`config.mk`:
```
export PLATFORM = sky130hd
export DESIGN_NAME = pcrs_core
export DESIGN_NICKNAME = d
export VERILOG_FILES = /design/src/pcrs_pkg.sv /design/src/pcrs_core.sv
export SDC_FILE = /design/constraint.sdc
export NUM_CORES = 1
export LEC_CHECK = 0
export ABC_AREA = 1
export BUFFER_PORTS_ARGS = -buffer_cell sky130_fd_sc_hd__buf_2
export CAP_MARGIN = 10
export CORE_UTILIZATION = 61
export DETAILED_ROUTE_END_ITERATION = 6
export PLACE_DENSITY_LB_ADDON = 0.2
export SETUP_SLACK_MARGIN = 0.2
export SKIP_CTS_REPAIR_TIMING = 1
export SYNTH_ARGS = -nofsm -noshare
export SYNTH_HDL_FRONTEND = slang
export SYNTH_SLANG_ARGS = --single-unit
```
`constraint.sdc`:
```
create_clock -name ref_clk -period 3.65 [get_ports ref_clk]
set_input_delay 0.73 -clock ref_clk [delete_from_list [all_inputs] [get_ports ref_clk]]
set_output_delay 0.73 -clock ref_clk [all_outputs]
set_load 0.05 [all_outputs]
```
`src/pcrs_pkg.sv`:
```
package pcrs_pkg;
   localparam int PC_W        = 13;
   localparam int BYTE_W      = 8;
   localparam int LATCH_W     = 5;
   localparam int JUMP_W      = 11;
   localparam int STACK_DEPTH = 8;

   // Register offsets on the Avalon-MM port, word addresses
   localparam logic [1:0] OFS_PC_LOW     = 2'h0;
   localparam logic [1:0] OFS_PC_LATCH   = 2'h1;
   localparam logic [1:0] OFS_PC_STATUS  = 2'h2;

   localparam logic [PC_W-1:0]    PC_RESET    = 13'h0000;
   localparam logic [LATCH_W-1:0] LATCH_RESET = 5'h00;
   localparam logic [31:0]        UNMAPPED_RD = 32'h0000_0000;

   // Instruction sequencing commands from the decoder
   typedef enum logic [2:0]
   {
      PCRS_CMD_NEXT,
      PCRS_CMD_JUMP,
      PCRS_CMD_CALL,
      PCRS_CMD_RETURN,
      PCRS_CMD_VECTOR,
      PCRS_CMD_HOLD
   } pcrs_cmd_t;
endpackage

```
`src/pcrs_core.sv`:
```
// How it works
// RULE1: A 13-bit program counter addresses the instruction being fetched.
// RULE2: Low byte of the counter is a readable, writable register.
// RULE3: Counter bits 12:8 never read back; written only via the latch.
// RULE4: Any reset clears the upper counter bits.
// RULE5: Writing the low byte loads bits 12:8 from latch bits 4:0.
// RULE6: Call or jump takes bits 12:11 from latch bits 4:3.
// RULE7: Software adding to the low byte must mind 256-word block edges.
// RULE8: Return stack holds eight 13-bit entries.
// RULE9: Stack and its pointer are invisible to software.
// RULE10: Calls and interrupt vectoring push the counter.
// RULE11: Return, return-with-literal and interrupt return pop the counter.
// RULE12: Pushes and pops leave the high latch unchanged.
// RULE13: Stack is circular; ninth push overwrites the first.
// RULE14: No overflow or underflow flag; wraparound is silent.
// RULE15: Stack moves only on calls, returns and vectoring.
// RULE16: Call and jump carry only an 11-bit target address.
// RULE17: A return restores all 13 bits from the stack entry.
// RULE18: A push saves the address that would have run next.
//
// The implementer's own choices: the Avalon-MM slave port and the address map.
`timescale 1ns/1ns
`default_nettype none
module pcrs_core
   import pcrs_pkg::*;
#(
   parameter int DEPTH = STACK_DEPTH
)
(
   input  wire logic              ref_clk,
   input  wire logic              rst_n,
   input  wire logic [1:0]        avs_address,
   input  wire logic              avs_read,
   input  wire logic              avs_write,
   input  wire logic [31:0]       avs_writedata,
   input  wire logic [3:0]        avs_byteenable,
   output logic [31:0]            avs_readdata,
   output logic                   avs_waitrequest,
   input  wire logic [2:0]        cmd,
   input  wire logic [JUMP_W-1:0] jump_target,
   input  wire logic [PC_W-1:0]   vector_addr,
   output logic [PC_W-1:0]        pc
);
   localparam int PTR_W = $clog2(DEPTH);

   // Pointer wrap relies on a power-of-two depth
   if (DEPTH < 2 || (DEPTH & (DEPTH - 1)) != 0)
   begin : g_depth_check
      $error("DEPTH must be a power of two of at least two");
   end

   logic [PC_W-1:0]    pc_r;
   logic [PC_W-1:0]    pc_nxt;
   logic [LATCH_W-1:0] pc_high_latch_r;
   logic [PTR_W-1:0]   sp_r;
   logic [PC_W-1:0]    stack_r [DEPTH];
   logic               ack_r;
   logic [31:0]        rdata_r;
   logic [PC_W-1:0]    pc_inc;
   logic [PC_W-1:0]    top;
   logic               do_push;
   logic               do_pop;
   logic               acc;
   logic               wr_low;
   logic               wr_latch;
   pcrs_cmd_t          op;

   assign op      = pcrs_cmd_t'(cmd);
   assign pc      = pc_r; // RULE1
   assign pc_inc  = pc_r + 13'h0001;
   // RULE15
   assign do_push = (op == PCRS_CMD_CALL) || (op == PCRS_CMD_VECTOR); // RULE10
   assign do_pop  = (op == PCRS_CMD_RETURN); // RULE11
   assign top     = stack_r[sp_r - 1'b1];

   // One wait state per access; bus write lands on the acknowledging edge
   assign acc             = (avs_read || avs_write) && !ack_r;
   assign avs_waitrequest = (avs_read || avs_write) && !ack_r;
   assign wr_low   = avs_write && ack_r && (avs_address == OFS_PC_LOW)
                     && avs_byteenable[0];
   assign wr_latch = avs_write && ack_r && (avs_address == OFS_PC_LATCH)
                     && avs_byteenable[0];

   always_ff @(posedge ref_clk)
   begin
      if (!rst_n)
         ack_r <= 1'b0;
      else
         ack_r <= acc;
   end

   // A low-byte write from software overrides the sequencer that cycle
   always_comb
   begin
      pc_nxt = pc_r;
      if (wr_low)
         pc_nxt = {pc_high_latch_r, avs_writedata[BYTE_W-1:0]}; // RULE5 RULE2
      else
      begin
         unique case (op)
            PCRS_CMD_NEXT:
               pc_nxt = pc_inc;
            PCRS_CMD_JUMP, PCRS_CMD_CALL:
               pc_nxt = {pc_high_latch_r[LATCH_W-1:LATCH_W-2],
                         jump_target}; // RULE6 RULE16
            PCRS_CMD_RETURN:
               pc_nxt = top; // RULE17
            PCRS_CMD_VECTOR:
               pc_nxt = vector_addr;
            PCRS_CMD_HOLD:
               pc_nxt = pc_r;
            default:
               pc_nxt = pc_r;
         endcase
      end
   end

   always_ff @(posedge ref_clk)
   begin
      if (!rst_n)
         pc_r <= PC_RESET; // RULE4
      else
         pc_r <= pc_nxt;
   end

   // Latch only written by software; stack traffic never touches it
   always_ff @(posedge ref_clk)
   begin
      if (!rst_n)
         pc_high_latch_r <= LATCH_RESET;
      else if (wr_latch)
         pc_high_latch_r <= avs_writedata[LATCH_W-1:0]; // RULE12
   end

   // Pointer wraps freely, no flags kept
   always_ff @(posedge ref_clk)
   begin
      if (!rst_n)
         sp_r <= '0;
      else if (!wr_low && do_push)
         sp_r <= sp_r + 1'b1; // RULE13 RULE14
      else if (!wr_low && do_pop)
         sp_r <= sp_r - 1'b1; // RULE14
   end

   // Entries need no reset; stale values are what wrap exposes
   always_ff @(posedge ref_clk)
   begin
      if (rst_n && !wr_low && do_push)
         stack_r[sp_r] <= pc_inc; // RULE8 RULE18
   end

   // Stack pointer and upper counter bits are never mapped
   always_ff @(posedge ref_clk)
   begin
      if (!rst_n)
         rdata_r <= UNMAPPED_RD;
      else if (acc && avs_read)
      begin
         unique case (avs_address)
            OFS_PC_LOW:
               rdata_r <= {24'h000000, pc_r[BYTE_W-1:0]}; // RULE3 RULE9
            OFS_PC_LATCH:
               rdata_r <= {27'h0000000, pc_high_latch_r};
            default:
               rdata_r <= UNMAPPED_RD;
         endcase
      end
   end

   assign avs_readdata = rdata_r;
endmodule
`default_nettype wire

```
==> results of run 1 <==
[worst register-to-register path, stage by stage (launching register included)]
cell	delay, ps
dfxtp_1	400
inv_1	100
ha_1	290
inv_1	600
nor2_1	110
o21ai_0	120
nand3_1	120
nand3_1	190
nand3b_1	130
nand2_1	80
a21oi_1	60
[cells by family (layout without fill, tap and decap cells)]
group / Yosys count / in the layout / synth area share
and+or+nand+nor: 330 / 330 / 0.225
DFF: 134 / 134 / 0.570
buffers and inverters: 122 / 173 / 0.0931
AOI/OAI and AO/OA: 109 / 109 / 0.0948
xor gates and xnor gates: 6 / 6 / 0.0103
adders and majority gates: 3 / 3 / 0.00575
other: 1 / 24 / 0.000574
[cell usage after synthesis, drive strengths merged]
library cell  count  area share
inv              64       0.037
clkinv            2      0.0011
ha                3      0.0057
and2              2      0.0019
nand3b            7      0.0080
conb              1     0.00057
edfxtp          104        0.48
xor2              4      0.0065
o21bai            1      0.0011
o21ai            58       0.046
o211ai            5      0.0057
a311oi            1      0.0013
or2               2      0.0019
nand2           138       0.080
a211oi            3      0.0034
dfxtp            30       0.092
nand4            10      0.0096
nand3            64       0.052
nor3              2      0.0015
a21oi            32       0.026
a221oi            3      0.0040
clkbuf           10      0.0059
xnor2             2      0.0038
nor2            105       0.070
buf              46       0.049
o22ai             2      0.0019
a22o              4      0.0054
[power breakdown]
| group | internal [uW] | total (uW) | leakage [uW] | switching (uW) |
|---|---|---|---|---|
| logic | 170 | 646 | 0.00156 | 476 |
| registers | 1700 | 1740 | 0.00119 | 39.4 |
| clock network | 950 | 1550 | 0.000265 | 604 |
[sequential cells by signal, summed over array words and instances (netlist names)]
register and count:
ack_r 1, sp_r 3, pc 13, stack_r 104, pc_high_latch_r 5, avs_readdata 8
[layer usage]
metal,global-route usage,wire (um)
met1,0.381,6270
met5,0,0
met2,0.492,7590
met4,0.0986,277
met3,0.0730,1370
[final cells by class]
cell class | instances | area [sq um] | area share
Clock inverter | 14 | 116 | 0.0158
Inverter | 66 | 250 | 0.0340
Clock buffer | 18 | 418 | 0.0567
Multi-Input combinational cell | 472 | 2290 | 0.310
Sequential cell | 134 | 3720 | 0.505
Timing Repair Buffer | 75 | 405 | 0.0550
Tap cell | 136 | 170 | 0.0231
[worst paths after layout]
check / start / end / slack [ps] / cells after the start
worst max-delay path: cmd[1] / stack_r[2][3] / 1230 / 11
worst min-delay path: avs_readdata[2] / avs_readdata[2] / 450 / 2
worst max register to register: sp_r[1] / pc[5] / 1330 / 10
worst min register to register: avs_readdata[2] / avs_readdata[2] / 450 / 2
[per-stage QoR]
step | cell area (sq um) | total power, uW | hold slack (ps) | setup WS, ps
floorplan | 6620 | 2260 | 450 | 1290
global placement | 6840 | 2380 | 448 | 827
detailed placement | 6840 | 2410 | 450 | 723
CTS | 7370 | 3940 | 445 | 1270
global route | 7370 | 4070 | 453 | 1110
finish | 7370 | 3940 | 454 | 1230
==> impl_metrics.json, run 1 <==
{
  "final_util": 0.711,
  "path_class": "in -> reg",
  "grt_pass1_wl_um": 24800,
  "cp_cell_sequence": "buf_2 -> inv_2 -> nand2_2 -> nor2_4 -> nor2_2 -> inv_2 -> nand2_1 -> nor2_1 -> nand2_1 -> nor2_1 -> buf_4",
  "cellLeakagePower_uw": 0.00301,
  "min_period_over_period": 0.664,
  "die_y_um": 105,
  "start_util": 0.630,
  "grt_use_total": 0.296,
  "num_antenna_cells": 0,
  "cp-end-kind": "register",
  "outcome": "finished clean",
  "vias": 5161,
  "ir_drop_uv": 413,
  "slowest_delay_ps": 450,
  "yosys_warnings": 0,
  "avgRoutedWirePerCell_um": 16.9,
  "rsz0062_at_grt": "false",
  "ios": 115,
  "clock_path_buffers": 2,
  "startpoint_type": "input port",
  "gr-total-overflow": 0,
  "crit_arrival_ps": 2650,
  "tns_ps": 0,
  "drc": 0,
  "fmax_mhz": 412,
  "cp_top_family": "simple AND/OR/NAND/NOR gates",
  "cp.required_ps": 3870,
  "antenna_found_initial": 0,
  "ant_nets": 0,
  "cap_violations": 0,
  "cts_root_buf": "clkbuf_8",
  "cellPowerDensity_nw_per_um2": 534,
  "die_w_um": 105,
  "nNetsFinal": 838,
  "final_common_cell": "nand2_1",
  "hp-class": "reg -> reg",
  "grt_max_degree": 57,
  "crit_fanout": 14,
  "synth_area_per_cell_sq_um": 9.26,
  "crit_slowest_cell": "nor2_1",
  "syn_to_final_growth_pct": 12.9,
  "max_slew_margin": 0.377,
  "final_cell_count_no_fill": 915,
  "dp_hpwl_um": 10100,
  "core_area_sq_um": 10400,
  "hold_viol_final": 0,
  "drive_gt1_frac": 0.168,
  "nFillCells": 784,
  "dr.pass1.iters": 5,
  "period_minus_slack_ps": 2420,
  "synth.distinct_cells": 43,
  "clk_pin_slew_ps": 60,
  "place_congestion": 0.915,
  "clock_latency_ps": 520,
  "drtIter0Drc": 465,
  "routed_wl_um": 15500,
  "die_area_sq_um": 11100,
  "layout_common_cells": "137 x nand2_1, 104 x edfxtp_1, 95 x nor2_1, 63 x buf_2, 61 x nand3_1",
  "syn-instance-count": 705,
  "place_inst": 883,
  "ys_seq_elements": 134,
  "clkSinkCount": 134,
  "worstMarginPinSlew_ps": 930,
  "first_global_vias": 4844,
  "rows": 37,
  "portBuffers": 63,
  "finalMaxSlewViolations": 0,
  "cts_tree": "yes",
  "cts_buffers": 17,
  "netlist_area_sq_um": 6530,
  "ys_seq_area_frac": 0.570,
  "htree_levels": 4,
  "vias_per_cell": 5.64,
  "fin_skew_ps": 7.15,
  "cp_num_buf_inv": 4,
  "setup_viol": 0
}
Power figures use the tool's default switching activity.
==> run 2, diff against run 1 <==
CORE_UTILIZATION = 56   (was 61)
clock period = 2.3 ns   (was 3.65 ns; I/O delays follow)
==> impl_metrics.json, run 2 (synthesis gave the netlist of run 1 again) <==
{
  "vias": 5058,
  "fmax_mhz": 480,
  "layout_common_cells": "137 x nand2_1, 104 x edfxtp_1, 95 x nor2_1, 63 x buf_2, 61 x nand3_1",
  "worstMarginPinSlew_ps": 771,
  "final_common_cell": "nand2_1",
  "cts_buffers": 17,
  "num_antenna_cells": 0,
  "ios": 115,
  "clock_path_buffers": 2,
  "drc": 0,
  "vias_per_cell": 5.43,
  "top_register": "stack_r",
  "cp-end-kind": "register",
  "cts_root_buf": "clkbuf_16",
  "cellPowerDensity_nw_per_um2": 866,
  "grt_use_total": 0.267,
  "seq_area_sq_um": 3720,
  "grt_pass1_wl_um": 23600,
  "cp.required_ps": 2650,
  "finalMaxSlewViolations": 0,
  "outcome": "finished clean",
  "nNetsFinal": 848,
  "multi_input_area_sq_um": 2290,
  "setup_viol": 0,
  "crit_arrival_ps": 2430,
  "slowest_delay_ps": 640,
  "clkSinkCount": 134,
  "tns_ps": 0,
  "portBuffers": 63,
  "ir_drop_uv": 576,
  "gr-total-overflow": 0,
  "die_w_um": 110,
  "period_minus_slack_ps": 2080,
  "dp_hpwl_um": 10200,
  "antenna_found_initial": 0,
  "cap_violations": 0,
  "syn_to_final_growth_pct": 15.0,
  "die_y_um": 110,
  "max_slew_margin": 0.484,
  "cellLeakagePower_uw": 0.00307,
  "nFillCells": 907,
  "startpoint_type": "register",
  "avgRoutedWirePerCell_um": 16.3,
  "cts_tree": "yes",
  "die_area_sq_um": 12100,
  "start_util": 0.574,
  "fin_skew_ps": 11.7,
  "rows": 39,
  "routed_wl_um": 15200,
  "drive_gt1_frac": 0.181,
  "hold_viol_final": 0,
  "htree_levels": 4,
  "final_util": 0.661,
  "dr.pass1.iters": 5,
  "drtIter0Drc": 371,
  "largest_register_ffs": 104,
  "ant_nets": 0,
  "min_period_over_period": 0.906,
  "cp_cell_sequence": "inv_1 -> nor2_2 -> xor2_1 -> a21oi_1 -> nand3_1 -> nand2_1 -> a21oi_1",
  "cp_common_cell": "a21oi_1",
  "core_area_sq_um": 11400,
  "rsz0062_at_grt": "true",
  "crit_fanout": 11,
  "first_global_vias": 4688,
  "crit_slowest_cell": "xor2_1",
  "hp-class": "in -> reg",
  "grt_max_degree": 57,
  "path_class": "reg -> reg",
  "clock_latency_ps": 420,
  "clk_pin_slew_ps": 60,
  "place_congestion": 0.864
}
run 2: changes by cell type in the layout (fill, tap and decap cells not counted), moves of 2 or more:
cell	previous run	this run
buf_4	12	22
clkinv_2	6	2
clkinv_4	0	2
clkinvlp_4	1	4
run 2: critical path: cells and delay by family, from the launching register on:
kind                   cells  cell delay (ps)
AO/OA/AOI/OAI              2              280
XOR/XNOR                   1              640
flip-flops                 1              470
buffers and inverters      1              260
AND/OR/NAND/NOR            3              370
run 2: stage by stage:
step	std cells	area [sq um]	setup WS, ps	hold slack (ps)	total power (uW)
floorplan	728	6620	207	450	3590
global placement	900	6920	299	446	3820
detailed placement	900	6920	206	446	3850
CTS	932	7510	288	270	6520
global route	932	7510	171	294	6730
finish	932	7510	216	282	6510
run 2: layout make-up:
cell class | instances | share of cell area
Clock buffer | 17 | 0.0566
Multi-Input combinational cell | 472 | 0.305
Sequential cell | 134 | 0.496
Clock inverter | 15 | 0.0216
Timing Repair Buffer | 85 | 0.0639
Inverter | 66 | 0.0333
Tap cell | 143 | 0.0238
run 2: final timing paths:
path	startpoint	endpoint	slack [ps]	cells past startpoint
min	avs_writedata[2]	pc_high_latch_r[2]	280	3
max	pc[0]	pc[3]	220	7
max reg2reg	pc[0]	pc[3]	220	7
min reg2reg	avs_readdata[1]	avs_readdata[1]	460	2
run 2: report_power, final:
part	total (uW)	internal [uW]	leakage, uW	switching [uW]
registers	2750	2700	0.00119	57.5
logic	1060	301	0.00161	762
clock network	2690	1680	0.000275	1010
total	6510	4680	0.00307	1830
run 2: layer usage:
metal | up-vias | global-route usage | routed length [um]
met5 | - | 0 | 0
met4 | 0 | 0.112 | 398
met3 | 33 | 0.0541 | 927
met2 | 202 | 0.443 | 7460
met1 | 2354 | 0.342 | 6380
li1 | 2469 | - | -
==> run 3, diff against run 2 <==
CORE_UTILIZATION = 41   (was 56)
MAX_ROUTING_LAYER = met4   (was unset)
==> impl_metrics.json, run 3 (synthesis gave the netlist of run 1 again) <==
{
  "p_sw_frac": 0.290,
  "final_cell_count_no_fill": 999,
  "portBuffers": 63,
  "die_w_um": 128,
  "fmax_mhz": 511,
  "path_class": "reg -> reg",
  "routed_wl_um": 15900,
  "period_minus_slack_ps": 1960,
  "rsz0062_at_grt": "true",
  "die_area_sq_um": 16400,
  "netSwitchingPower_uw": 1830,
  "place_congestion": 0.860,
  "drc": 0,
  "final_util": 0.494,
  "place_inst": 968,
  "hold_viol_final": 0,
  "crit_arrival_ps": 2290,
  "clockPowerShare": 0.392,
  "min_period_over_period": 0.851,
  "crit_fanout": 17,
  "grt_pass1_wl_um": 25200,
  "antenna_found_initial": 0,
  "final_common_cell": "nand2_1",
  "setup_viol": 0,
  "largest_register_ffs": 104,
  "vias": 5005,
  "avgRoutedWirePerCell_um": 15.9,
  "startpoint_type": "register",
  "layout_common_cells": "137 x nand2_1, 104 x edfxtp_1, 95 x nor2_1, 63 x buf_2, 61 x nand3_1",
  "drtIter0Drc": 253,
  "clock_latency_ps": 410,
  "nFillCells": 1397,
  "vias_per_cell": 5.01,
  "cp.required_ps": 2640,
  "dr.pass1.iters": 7,
  "drive_gt1_frac": 0.187,
  "hp-class": "in -> reg",
  "htree_levels": 4,
  "ios": 115,
  "cap_violations": 0,
  "clk_pin_slew_ps": 60,
  "dp_hpwl_um": 11100,
  "die_y_um": 128,
  "nNetsFinal": 848,
  "cts_root_buf": "clkbuf_16",
  "tns_ps": 0,
  "gr-total-overflow": 0,
  "p_comb_frac": 0.171,
  "ant_nets": 0,
  "syn_to_final_growth_pct": 16.3,
  "cts_buffers": 17,
  "cellLeakagePower_uw": 0.00307,
  "worstMarginPinSlew_ps": 595,
  "first_global_vias": 4751,
  "core_area_sq_um": 15400,
  "num_antenna_cells": 0,
  "finalMaxSlewViolations": 0,
  "ir_drop_uv": 458,
  "clock_path_buffers": 2,
  "max_slew_margin": 0.604,
  "grt_max_degree": 57,
  "grt_use_total": 0.210,
  "cellPowerDensity_nw_per_um2": 830,
  "outcome": "finished clean",
  "p_seq_frac": 0.437,
  "start_util": 0.425,
  "p_int_uw": 4480,
  "fin_skew_ps": 9.68,
  "cts_tree": "yes",
  "top_register": "stack_r",
  "clkSinkCount": 134,
  "cp-end-kind": "register",
  "rows": 45
}
[run 3: cell count changes in the layout (fill, tap and decap cells not counted)]
cell       change
clkinv_2       +3
clkinv_4       +1
dfxtp_2        +1
clkbuf_1       +1
bufinv_16      -2
xor2_1         -1
xor2_2         +1
buf_4          -3
clkinv_1       -4
dfxtp_1        -1
buf_12         +3
[run 3: cell type report]
cell class              count  area, sq um  area share
clock buffers              18          429      0.0565
clock inverters            13          111      0.0147
multi-input cells         472         2300       0.303
well taps                 211          264      0.0347
flip-flops and latches    134         3730       0.490
inverters                  66          250      0.0329
repair buffers             85          518      0.0682
[run 3: worst paths after layout]
kind | from | end | slack [ps] | depth (start not counted)
setup / recovery | sp_r[1] | pc[5] | 340 | 11
setup reg to reg | sp_r[1] | pc[5] | 340 | 11
hold / removal | avs_writedata[2] | pc_high_latch_r[2] | 290 | 3
hold reg to reg | avs_readdata[5] | avs_readdata[5] | 470 | 2
[run 3: worst max-delay path: stages (launching register included)]
cell and delay, ps:
dfxtp_2 370, inv_1 80, ha_1 330, inv_1 140
buf_12 190, nor2_1 100, o21ai_0 80, nand3_1 130
nand3_1 110, nand3b_1 150, nand2_1 60, a21oi_1 140
[run 3: power by group through the flow]
stage | clock (uW) | sequential, uW | combinational, uW
after floorplan | 0 | 2870 | 715
after global placement | 0 | 2800 | 1060
after detailed placement | 0 | 2800 | 1080
after CTS | 2490 | 2750 | 1080
after global routing | 2600 | 2760 | 1190
final | 2470 | 2750 | 1080
[run 3: routing by layer]
layer  vias up  track usage  wire [um]
met5         -            -          0
met4         0       0.0830        397
met3        29       0.0359        796
met2       185        0.342       7720
met1      2326        0.260       7010
li1       2465            -          -
[run 3: through the flow]
step	instance area [sq um]	power [uW]	setup slack [ps]	hold WS, ps
final	7600	6300	342	294
after global routing	7600	6550	181	302
after floorplan	6620	3590	207	450
after global placement	7040	3860	241	448
after CTS	7580	6330	273	288
after detailed placement	7040	3880	194	456
